--- src/hw/ple_cluster_map.vh ---
// register offsets, field positions and reset values of the logic cluster
`ifndef PLE_CLUSTER_MAP_VH
`define PLE_CLUSTER_MAP_VH

// geometry
`define PLE_NUM_ELEM        10
`define PLE_REGEN_ELEM      5

// register byte offsets
`define PLE_CTRL_OFS        8'h00
`define PLE_STATUS_OFS      8'h04
`define PLE_CFG_BASE        8'h40

// control register fields
`define PLE_CTRL_CLR_EN     0
`define PLE_CTRL_SUB        1
`define PLE_CTRL_RST        32'h00000000

// per-element configuration fields
`define PLE_CFG_MASK_LO     0
`define PLE_CFG_MASK_HI     15
`define PLE_CFG_ARITH       16
`define PLE_CFG_FFT_LO      17
`define PLE_CFG_FFT_HI      18
`define PLE_CFG_CARRY_IN3   19
`define PLE_CFG_PACK        20
`define PLE_CFG_OSEL_LO     21
`define PLE_CFG_OSEL_HI     23
`define PLE_CFG_REGCHAIN    24
`define PLE_CFG_PU_HIGH     25
`define PLE_CFG_CLK_SEL     26
`define PLE_CFG_ACLR_SEL    27
`define PLE_CFG_CHAIN_START 28
`define PLE_CFG_LUTCHAIN    29
`define PLE_CFG_PRESET      30
`define PLE_CFG_WIDTH       31
`define PLE_CFG_RST         31'h00000000

// flip-flop behaviours
`define PLE_FF_D            2'h0
`define PLE_FF_T            2'h1
`define PLE_FF_JK           2'h2
`define PLE_FF_SR           2'h3

// status register fields
`define PLE_ST_CARRY        10
`define PLE_ST_CHIPCLR      11
`define PLE_ST_PIN          12
`define PLE_ST_HOLD         13

// bus responses
`define PLE_RESP_OKAY       2'h0
`define PLE_RESP_SLVERR     2'h2

`endif

--- src/hw/ple_cluster.v ---
// ten-element programmable logic cluster with an axi4-lite configuration slave
//
// Overview of operation
// - each element has a four-input lookup with a sixteen-bit truth table
// - each flip-flop configurable as D, T, JK or SR
// - asynchronous load takes its value from the fourth data input
// - combinational result bypasses the flip-flop straight to the outputs
// - three outputs per element, each picks lookup or flip-flop
// - packing option feeds the flip-flop back into its own lookup
// - register cascade feeds the next element's flip-flop input
// - subtract inverts every B operand bit and forces carry in high
// - adder lsb sits at chain start, carry set by add/subtract select
// - normal mode lookup uses data inputs, carry or fourth input selectable
// - normal mode result cascades to the next element directly
// - arithmetic mode precomputes sums and carries for carry zero and one
// - cluster carry picks the chain, chain level picks the sum
// - each chain carry in selects its own chain carry out
// - counter enable, up/down from data inputs; sync clear/load cluster-wide
// - a carry chain may start at any element
// - selecting carry regenerated at fifth and tenth elements
// - carry continues to the adjacent cluster of the same row
// - preset is async load of one; clear beats preset/load; two clears
// - chip-wide clear resets all, overrides all; its power-up hold drops at the first clock, as reset leaves it disabled
// - with chip-wide clear disabled the pin is a plain input
// - flip-flops power up low, as reset also clears the power-up-high configuration bit
// - exactly ten elements share the cluster controls
// - deasserted clock enable stops that cluster clock
//
// Decided for this implementation: the register offsets and the AXI4-Lite slave port.
`timescale 1ns/10ps
`default_nettype none
`include "ple_cluster_map.vh"

module ple_cluster (
    input  wire        aclk,                 // clock
    input  wire        aresetn,              // sync reset
    input  wire [7:0]  s_axi_awaddr,         // aw addr
    input  wire        s_axi_awvalid,        // aw valid
    output reg         s_axi_awready,        // aw ready
    input  wire [31:0] s_axi_wdata,          // w data
    input  wire [3:0]  s_axi_wstrb,          // w strobes
    input  wire        s_axi_wvalid,         // w valid
    output reg         s_axi_wready,         // w ready
    output reg  [1:0]  s_axi_bresp,          // b code
    output reg         s_axi_bvalid,         // b valid
    input  wire        s_axi_bready,         // b ready
    input  wire [7:0]  s_axi_araddr,         // ar addr
    input  wire        s_axi_arvalid,        // ar valid
    output reg         s_axi_arready,        // ar ready
    output reg  [31:0] s_axi_rdata,          // r data
    output reg  [1:0]  s_axi_rresp,          // r code
    output reg         s_axi_rvalid,         // r valid
    input  wire        s_axi_rready,         // r ready
    input  wire [39:0] data_in,              // element data
    input  wire [1:0]  cluster_clk,          // clocks
    input  wire [1:0]  cluster_clk_en,       // enables
    input  wire [1:0]  async_clear,          // clears
    input  wire        async_load,           // preset/load
    input  wire        sync_clear,           // sync clear
    input  wire        sync_load,            // sync load
    input  wire        cluster_carry_in,     // prior carry
    input  wire        zero_chain_carry_in,  // prior zero chain
    input  wire        one_chain_carry_in,   // prior one chain
    input  wire        reg_chain_in,         // prior reg cascade
    input  wire        lut_chain_in,         // prior lut cascade
    input  wire        chip_wide_clear_n,    // clear pin
    output reg  [9:0]  le_out_local,         // output one
    output reg  [9:0]  le_out_row,           // output two
    output reg  [9:0]  le_out_col,           // output three
    output reg         zero_chain_carry_out, // zero chain
    output reg         one_chain_carry_out,  // one chain
    output reg         cluster_carry_out,    // regen carry
    output reg         reg_chain_out,        // reg cascade
    output reg         lut_chain_out,        // lut cascade
    output reg         gp_pin_level          // pin level
);

    // software state
    reg  [31:0]                ctrl_ff;
    reg  [`PLE_CFG_WIDTH-1:0]  cfg_ff [0:`PLE_NUM_ELEM-1];
    reg  [9:0]                 q_ff;
    reg                        init_done_ff;
    reg                        hold_ff;
    reg  [1:0]                 clk_prev_ff;
    reg                        aw_got_ff;
    reg                        w_got_ff;
    reg  [7:0]                 aw_addr_ff;
    reg  [31:0]                w_data_ff;
    reg  [3:0]                 w_strb_ff;

    // per-element combinational nets
    wire [9:0]  c0_in;
    wire [9:0]  c1_in;
    wire [9:0]  c0_out;
    wire [9:0]  c1_out;
    wire [9:0]  comb;
    wire [9:0]  nxt_q;
    wire [9:0]  lut_prev;
    wire [9:0]  q_prev;
    wire        sub_sel;
    wire        chip_clr;
    wire        carry_mid;
    wire        carry_top;
    wire [1:0]  tick;

    assign sub_sel  = ctrl_ff[`PLE_CTRL_SUB];
    // chip clear acts only when enabled; otherwise the pin is a plain input
    assign chip_clr = ctrl_ff[`PLE_CTRL_CLR_EN] & ~chip_wide_clear_n;
    // enabled rising edge of each cluster clock
    assign tick     = cluster_clk & ~clk_prev_ff & cluster_clk_en;
    // carry regeneration points after the fifth and tenth element
    assign carry_mid = cluster_carry_in ? c1_out[4] : c0_out[4];
    assign carry_top = carry_mid ? c1_out[9] : c0_out[9];
    assign lut_prev = {comb[8:0], lut_chain_in};
    assign q_prev   = {q_ff[8:0], reg_chain_in};

    // byte-lane merge for bus writes
    function [31:0] merge;
        input [31:0] old;
        input [31:0] wd;
        input [3:0]  st;
        integer k;
        begin
            merge = old;
            for (k = 0; k < 4; k = k + 1)
                if (st[k])
                    merge[k*8 +: 8] = wd[k*8 +: 8];
        end
    endfunction

    // one logic element per iteration, all sharing cluster controls
    genvar i;
    generate
        for (i = 0; i < `PLE_NUM_ELEM; i = i + 1)
        begin : g_le
            wire [`PLE_CFG_WIDTH-1:0] cfg;
            wire       d0;
            wire       d1;
            wire       d2;
            wire       d3;
            wire       start;
            wire       grp_carry;
            wire       cin0;
            wire       cin1;
            wire       a;
            wire       b;
            wire       sel;
            wire       in0;
            wire       in1;
            wire       in3;
            wire [3:0] idx;
            wire       lut;
            wire       sum;
            wire       din;
            wire [1:0] fft;
            wire       clk_tick;
            wire       upd;
            reg        fnext;

            assign cfg   = cfg_ff[i];
            assign d0    = data_in[4*i];
            assign d1    = data_in[4*i+1];
            assign d2    = data_in[4*i+2];
            assign d3    = data_in[4*i+3];
            assign start = cfg[`PLE_CFG_CHAIN_START] | (i == 0);
            assign grp_carry = (i < `PLE_REGEN_ELEM) ? cluster_carry_in : carry_mid;

            // chain start forces both chains to the add/subtract carry
            if (i == 0)
            begin : g_first
                assign cin0 = cfg[`PLE_CFG_CHAIN_START] ? sub_sel : zero_chain_carry_in;
                assign cin1 = cfg[`PLE_CFG_CHAIN_START] ? sub_sel : one_chain_carry_in;
            end
            else if (i == `PLE_REGEN_ELEM)
            begin : g_regen
                assign cin0 = start ? sub_sel : 1'b0;
                assign cin1 = start ? sub_sel : 1'b1;
            end
            else
            begin : g_mid
                assign cin0 = start ? sub_sel : c0_out[i-1];
                assign cin1 = start ? sub_sel : c1_out[i-1];
            end
            assign c0_in[i] = cin0;
            assign c1_in[i] = cin1;

            // operands: B inverted on subtract, or on count-down from d3
            assign a   = d0;
            assign b   = d1 ^ sub_sel ^ (cfg[`PLE_CFG_ARITH] & d3);
            assign c0_out[i] = (a & b) | ((a ^ b) & cin0);
            assign c1_out[i] = (a & b) | ((a ^ b) & cin1);
            assign sel = grp_carry ? cin1 : cin0;
            assign sum = sel ? (a ^ b ^ cin1) : (a ^ b ^ cin0);

            // normal mode lookup inputs
            assign in0 = cfg[`PLE_CFG_LUTCHAIN] ? lut_prev[i] : d0;
            assign in1 = cfg[`PLE_CFG_PACK] ? q_ff[i] : d1;
            assign in3 = cfg[`PLE_CFG_CARRY_IN3] ? sel : d3;
            assign idx = {in3, d2, in1, in0};
            assign lut = cfg[`PLE_CFG_MASK_LO + idx];
            assign comb[i] = cfg[`PLE_CFG_ARITH] ? sum : lut;

            // flip-flop data input and behaviour
            assign din = cfg[`PLE_CFG_REGCHAIN] ? q_prev[i] : comb[i];
            assign fft = cfg[`PLE_CFG_FFT_HI:`PLE_CFG_FFT_LO];
            assign clk_tick = tick[cfg[`PLE_CFG_CLK_SEL]];
            // in arithmetic mode d2 is the counter enable
            assign upd = clk_tick & (~cfg[`PLE_CFG_ARITH] | d2);

            always @*
            begin
                case (fft)
                    `PLE_FF_D:  fnext = din;
                    `PLE_FF_T:  fnext = q_ff[i] ^ din;
                    `PLE_FF_JK: fnext = (din & ~q_ff[i]) | (~d3 & q_ff[i]);
                    `PLE_FF_SR: fnext = din | (~d3 & q_ff[i]);
                    default:    fnext = din;
                endcase
            end

            // priority: power-up, chip clear, async clear, async load, sync
            assign nxt_q[i] = !init_done_ff ? cfg[`PLE_CFG_PU_HIGH] :
                              (chip_clr | hold_ff) ? 1'b0 :
                              async_clear[cfg[`PLE_CFG_ACLR_SEL]] ? 1'b0 :
                              async_load ? (cfg[`PLE_CFG_PRESET] | d3) :
                              !clk_tick ? q_ff[i] :
                              sync_clear ? 1'b0 :
                              sync_load ? d3 :
                              upd ? fnext : q_ff[i];
        end
    endgenerate

    // element state, power-up sequencing and cluster clock history
    always @(posedge aclk)
    begin
        if (!aresetn)
        begin
            q_ff         <= 10'h000;
            init_done_ff <= 1'b0;
            hold_ff      <= 1'b1;
            clk_prev_ff  <= 2'h0;
        end
        else
        begin
            q_ff         <= nxt_q;
            init_done_ff <= 1'b1;
            clk_prev_ff  <= cluster_clk;
            // clears stay held until the pin rises or the function is off
            if (chip_wide_clear_n | ~ctrl_ff[`PLE_CTRL_CLR_EN])
                hold_ff <= 1'b0;
        end
    end

    // registered element and cascade outputs
    integer e;
    always @(posedge aclk)
    begin
        if (!aresetn)
        begin
            le_out_local         <= 10'h000;
            le_out_row           <= 10'h000;
            le_out_col           <= 10'h000;
            zero_chain_carry_out <= 1'b0;
            one_chain_carry_out  <= 1'b0;
            cluster_carry_out    <= 1'b0;
            reg_chain_out        <= 1'b0;
            lut_chain_out        <= 1'b0;
            gp_pin_level         <= 1'b0;
        end
        else
        begin
            for (e = 0; e < `PLE_NUM_ELEM; e = e + 1)
            begin
                // each output independently picks lookup or flip-flop
                le_out_local[e] <= cfg_ff[e][`PLE_CFG_OSEL_LO]     ? q_ff[e] : comb[e];
                le_out_row[e]   <= cfg_ff[e][`PLE_CFG_OSEL_LO + 1] ? q_ff[e] : comb[e];
                le_out_col[e]   <= cfg_ff[e][`PLE_CFG_OSEL_HI]     ? q_ff[e] : comb[e];
            end
            zero_chain_carry_out <= c0_out[9];
            one_chain_carry_out  <= c1_out[9];
            cluster_carry_out    <= carry_top;
            reg_chain_out        <= q_ff[9];
            lut_chain_out        <= comb[9];
            gp_pin_level         <= chip_wide_clear_n;
        end
    end

    // write channel: address and data taken in either order
    wire        wr_cfg;
    wire [3:0]  wr_idx;
    wire [31:0] cfg_wr;
    assign cfg_wr = merge({1'b0, cfg_ff[wr_idx]}, w_data_ff, w_strb_ff);
    assign wr_idx = aw_addr_ff[5:2];
    assign wr_cfg = (aw_addr_ff[7:6] == 2'h1) && (aw_addr_ff[1:0] == 2'h0)
                    && (wr_idx < 4'hA);
    integer r;
    always @(posedge aclk)
    begin
        if (!aresetn)
        begin
            s_axi_awready <= 1'b1;
            s_axi_wready  <= 1'b1;
            s_axi_bvalid  <= 1'b0;
            s_axi_bresp   <= `PLE_RESP_OKAY;
            aw_got_ff     <= 1'b0;
            w_got_ff      <= 1'b0;
            aw_addr_ff    <= 8'h00;
            w_data_ff     <= 32'h00000000;
            w_strb_ff     <= 4'h0;
            ctrl_ff       <= `PLE_CTRL_RST;
            for (r = 0; r < `PLE_NUM_ELEM; r = r + 1)
                cfg_ff[r] <= `PLE_CFG_RST;
        end
        else
        begin
            if (s_axi_awvalid && s_axi_awready)
            begin
                aw_got_ff     <= 1'b1;
                aw_addr_ff    <= s_axi_awaddr;
                s_axi_awready <= 1'b0;
            end
            if (s_axi_wvalid && s_axi_wready)
            begin
                w_got_ff     <= 1'b1;
                w_data_ff    <= s_axi_wdata;
                w_strb_ff    <= s_axi_wstrb;
                s_axi_wready <= 1'b0;
            end
            if (aw_got_ff && w_got_ff && !s_axi_bvalid)
            begin
                s_axi_bvalid <= 1'b1;
                s_axi_bresp  <= `PLE_RESP_OKAY;
                if (aw_addr_ff == `PLE_CTRL_OFS)
                    ctrl_ff <= merge(ctrl_ff, w_data_ff, w_strb_ff) & 32'h00000003;
                else if (wr_cfg)
                    cfg_ff[wr_idx] <= cfg_wr[`PLE_CFG_WIDTH-1:0];
                else if (aw_addr_ff != `PLE_STATUS_OFS)
                    s_axi_bresp <= `PLE_RESP_SLVERR;
            end
            if (s_axi_bvalid && s_axi_bready)
            begin
                s_axi_bvalid  <= 1'b0;
                aw_got_ff     <= 1'b0;
                w_got_ff      <= 1'b0;
                s_axi_awready <= 1'b1;
                s_axi_wready  <= 1'b1;
            end
        end
    end

    // read channel: answer one cycle after the address is taken
    wire [3:0] rd_idx;
    wire       rd_cfg;
    assign rd_idx = s_axi_araddr[5:2];
    assign rd_cfg = (s_axi_araddr[7:6] == 2'h1) && (s_axi_araddr[1:0] == 2'h0)
                    && (rd_idx < 4'hA);
    always @(posedge aclk)
    begin
        if (!aresetn)
        begin
            s_axi_arready <= 1'b1;
            s_axi_rvalid  <= 1'b0;
            s_axi_rdata   <= 32'h00000000;
            s_axi_rresp   <= `PLE_RESP_OKAY;
        end
        else if (s_axi_arvalid && s_axi_arready)
        begin
            s_axi_arready <= 1'b0;
            s_axi_rvalid  <= 1'b1;
            s_axi_rresp   <= `PLE_RESP_OKAY;
            if (s_axi_araddr == `PLE_CTRL_OFS)
                s_axi_rdata <= ctrl_ff;
            else if (s_axi_araddr == `PLE_STATUS_OFS)
                s_axi_rdata <= {18'h00000, hold_ff, chip_wide_clear_n, chip_clr,
                                carry_top, q_ff};
            else if (rd_cfg)
                s_axi_rdata <= {1'b0, cfg_ff[rd_idx]};
            else
            begin
                s_axi_rdata <= 32'h00000000;
                s_axi_rresp <= `PLE_RESP_SLVERR;
            end
        end
        else if (s_axi_rvalid && s_axi_rready)
        begin
            s_axi_rvalid  <= 1'b0;
            s_axi_arready <= 1'b1;
        end
    end

endmodule // ple_cluster
`default_nettype wire

--- config.mk ---
export PLATFORM = sky130hd
export DESIGN_NAME = ple_cluster
export DESIGN_NICKNAME = d
export VERILOG_FILES = /design/src/hw/ple_cluster.v
export VERILOG_INCLUDE_DIRS = /design/src /design/src/hw
export SDC_FILE = /design/constraint.sdc
export NUM_CORES = 1
export LEC_CHECK = 0
export ABC_CLOCK_PERIOD_IN_PS = 18800
export BUFFER_PORTS_ARGS = -buffer_cell sky130_fd_sc_hd__buf_4
export CAP_MARGIN = 20
export CORE_MARGIN = 2
export CORE_UTILIZATION = 60
export DETAILED_ROUTE_END_ITERATION = 12
export GPL_TIMING_DRIVEN = 0
export MAX_ROUTING_LAYER = met4
export PLACE_DENSITY = 0.87
export SLEW_MARGIN = 5
export SYNTH_ARGS = -nofsm -noshare
export SYNTH_HDL_FRONTEND = slang
export SYNTH_SLANG_ARGS = --single-unit
--- constraint.sdc ---
create_clock -name aclk -period 18.8 [get_ports aclk]
set_input_delay 0.94 -clock aclk [delete_from_list [all_inputs] [get_ports aclk]]
set_output_delay 0.94 -clock aclk [all_outputs]
set_load 0.03 [all_outputs]
==> run summary <==
The time the worst path needs with I/O delays and setup was 13.27 ns; the row count was 72. The share of flip-flops with an asynchronous set or reset after synthesis works out to 0. Setup slack on the worst reg-to-reg path comes out at 5.53 ns. The logs give 0 for the count of final max-slew check failures and 23,760 µm² for the post-synthesis cell area. The tools report the clock latency on the worst-skew pair as 0.60 ns. The largest stage delay on the critical path is 0.91 ns, and the portion of the clock cycle consumed by the worst path in the final layout is 0.7059. For the area of the core, the log shows 38,830 µm². The logs give 13.82 ns for the critical path data arrival time and 3 for the maximum number of buffers from clock root to sink. Ranked by total cell area, the synthesized netlist is headed by edfxtp_1 39%, dfxtp_1 11%, mux4_2 7.4%. The tools report the number of instances in the synthesized netlist as 2,317. The logs give 0.02428 ns for the setup clock skew after layout and 191 for the total I/O pin count. The starting density of the core was 0.6119; the number of sinks handled by clock tree synthesis was 445. The worst-case IR drop observed on VDD is 84.88 µV.

In this run the power density over the cells is 88.68 nW/µm². The cell with the largest stage delay on the worst path is clkbuf_1. In this run the static leakage power is 10.44 nW.

Final antenna-violating net count: 0. The share of synthesized area occupied by flip-flops and latches is 0.5056, and the final total negative setup slack is 0 ns. The type of origin of the critical path was a flip-flop.

Among all flip-flop cells after synthesis, the most frequent one is edfxtp_1. For the number of max-cap violations, the log shows 0. The biggest area contributor in the post-synthesis netlist is edfxtp_1. For this run, design rule violations remaining after detail routing come to 0. The floorplan step defined a die boundary enclosing 41,200 µm². The count of buffers from port buffering was 181. The H-tree was split into 2 levels.

The worst setup path startpoint is ctrl_ff[1]. Compared with the post-synthesis result, the final layout area differs by 15.46%. In this run, synthesis inferred 310 flip-flops with an integrated enable. Counting distinct cell types in the post-synthesis netlist gives 101.

The die is 203.0 µm wide. The path class of the tightest hold or removal check is in -> reg. The maximum number of pins on one net before global-route repair was 15. The clock transition at the register clock pins on the worst setup and hold paths after CTS was 0.06 ns; the total wire length after detailed routing was 88,850 µm. Routability-driven placement finished with a final weighted congestion of 1.037. Along the worst path, the maximum fanout reaches 10. The vertical extent of the die was 203.0 µm. At the end of the flow, the number of nets in the layout was 2,688. The clock buffer count from CTS was 45; the number of hold violations in the final report was 0. Type of the worst setup path: reg -> reg. The synthesized design contains 445 register bits.

At the placement stage, the worst setup path has a slack of 6.134 ns. The initial antenna violation count was 2. The via count of the first global-routing pass is 20.19k, and the global-route wire length before repair is 127,300 µm. Mean instance size in the synthesized netlist: 10.25 µm². The tools report the worst min-delay path startpoint as aresetn. For the post-DP HPWL, the log shows 68,960 µm. The startpoint identified for the worst register-to-register timing path is ctrl_ff[1]. TritonCTS built the clock tree.

For the pin with the worst max-slew slack, the measured transition is 1.235 ns. Setup repair after global routing left no endpoint under its margin. The peak clock frequency supported by timing is 75.35 MHz. Number of design-rule violations left by the first detailed-router iteration: 3,570.

The tools report the final setup slack of the worst path as 5.528 ns. The cell class contributing the biggest share of worst-path delay is compound AO/OA/AOI/OAI gates. Using the TritonRoute via totals, the vias-per-cell ratio works out to 6.876. During synthesis, Yosys emitted a total of 0 warnings. The global routing usage summed across all routing layers was 0.4390; the average wire length per cell after detail routing was 28.57 µm. The most common cell in the netlist was nor2_1. Overall overflow remaining after global route: 0.

The flow ran to the end, and the final reports show no timing, DRC or antenna violations. Counting both buffers and inverters, the worst setup path holds a total of 4. Setup violations remaining at the end of the flow were counted as 0. The count of vias placed by the detailed router came out at 21.38k. The cell sitting at the root of the clock tree is a clkbuf_16. The fraction of layout cells with a size suffix above 1 was 0.1521; the worst path required time was 19.34 ns. The tools report the count of filler cells inserted in the layout as 2,860. Hold repair after CTS inserted 0 buffers.

Count of instances resized after the clock tree is built: 0. The commonest cells after synthesis are 402 x nor2_1, 313 x nand2_1, 310 x edfxtp_1. The run gives 0.1681 as the worst slew margin relative to its limit. The fraction of synthesized cell area taken by the top area cell type was 0.3918; the number of iterations in the first detailed-routing pass was 9. Post-CTS repair timing setup buffer count: 0. The tools report the kind of capture point of the worst setup path as a flip-flop.
==> per-stage QoR <==
step                cells  hold slack, ns  total power [mW]  utilization  instance area [µm²]
floorplan            2319          0.4353             1.342            -                23760
CTS                  3103          0.4549             2.404       0.7050                27370
global route         3110          0.4632             2.476       0.7065                27430
global placement     3018          0.4440             1.470       0.6637                25770
finish               3110          0.4622             2.433       0.7065                27430
detailed placement   3020          0.4492             1.481       0.6650                25820
==> kinds of logic (layout without fill, tap and decap cells) <==
kind of cell,Yosys count,in the layout,share of synthesized area
other,1,5,0.0001579
buffers and inverters,187,458,0.03049
adders and majority gates,22,22,0.01138
DFF,445,445,0.5056
muxes,216,216,0.1339
AOI/OAI and AO/OA,466,466,0.1328
xor gates and xnor gates,27,27,0.009954
and+or+nand+nor,953,953,0.1757
==> metal layers <==
layer | vias to the layer above | share of wire | track usage
met4 | 0 | 0.057 | 0.2229
li1 | 9001 | - | -
met5 | - | 0 | -
met1 | 10226 | 0.36 | 0.5682
met2 | 1813 | 0.45 | 0.6495
met3 | 343 | 0.14 | 0.1042
==> sequential cells by signal, indices dropped and copies added, names as in the netlist, 2 cells and up <==
register and count:
cfg_ff 310, s_axi_rdata 31, w_data_ff 31, le_out_col 10, le_out_local 10, le_out_row 10
q_ff 10, aw_addr_ff 8, w_strb_ff 4, clk_prev_ff 2, ctrl_ff 2
==> cell usage in the layout, fill, tap and decap left out, types with 12 or more instances in the layout <==
master / instances
nor3_1: 30
a31oi_1: 15
nand2b_1: 29
and3_1: 38
inv_1: 76
dfxtp_1: 135
clkbuf_1: 102
a21oi_1: 134
a211oi_1: 27
o22ai_1: 30
nor2_1: 402
and2_1: 17
ha_1: 20
nor2b_1: 25
mux2i_1: 110
a22oi_1: 12
mux4_2: 78
buf_4: 189
a32oi_1: 18
mux2_2: 21
clkbuf_16: 50
nand3_1: 39
o22a_1: 21
o21ai_0: 84
edfxtp_1: 310
xnor2_1: 16
nand2_1: 313
==> power breakdown <==
group / switching (mW) / internal [mW]
clock network: 0.396 / 0.556
logic: 0.228 / 0.133
registers: 0.0349 / 1.08
total: 0.659 / 1.77
==> path summary, 6_finish.rpt <==
path	depth (start not counted)	end
setup / recovery	39	q_ff[9]
hold / removal	1	init_done_ff
setup reg to reg	39	q_ff[9]
hold reg to reg	2	s_axi_rdata[13]
==> layout make-up <==
type / instances / area [µm²] / area share
Sequential cell: 445 / 12010 / 0.4379
Multi-Input combinational cell: 1687 / 11030 / 0.4022
Timing Repair Buffer: 188 / 1454 / 0.05300
Clock buffer: 74 / 1453 / 0.05296
Tap cell: 518 / 648.1 / 0.02363
Buffer: 109 / 431.7 / 0.01574
Inverter: 78 / 292.8 / 0.01067
Clock inverter: 9 / 101.3 / 0.003695
Antenna cell: 2 / 5.005 / 0.0001825
Note: power is estimated with default switching activity, not from simulation.
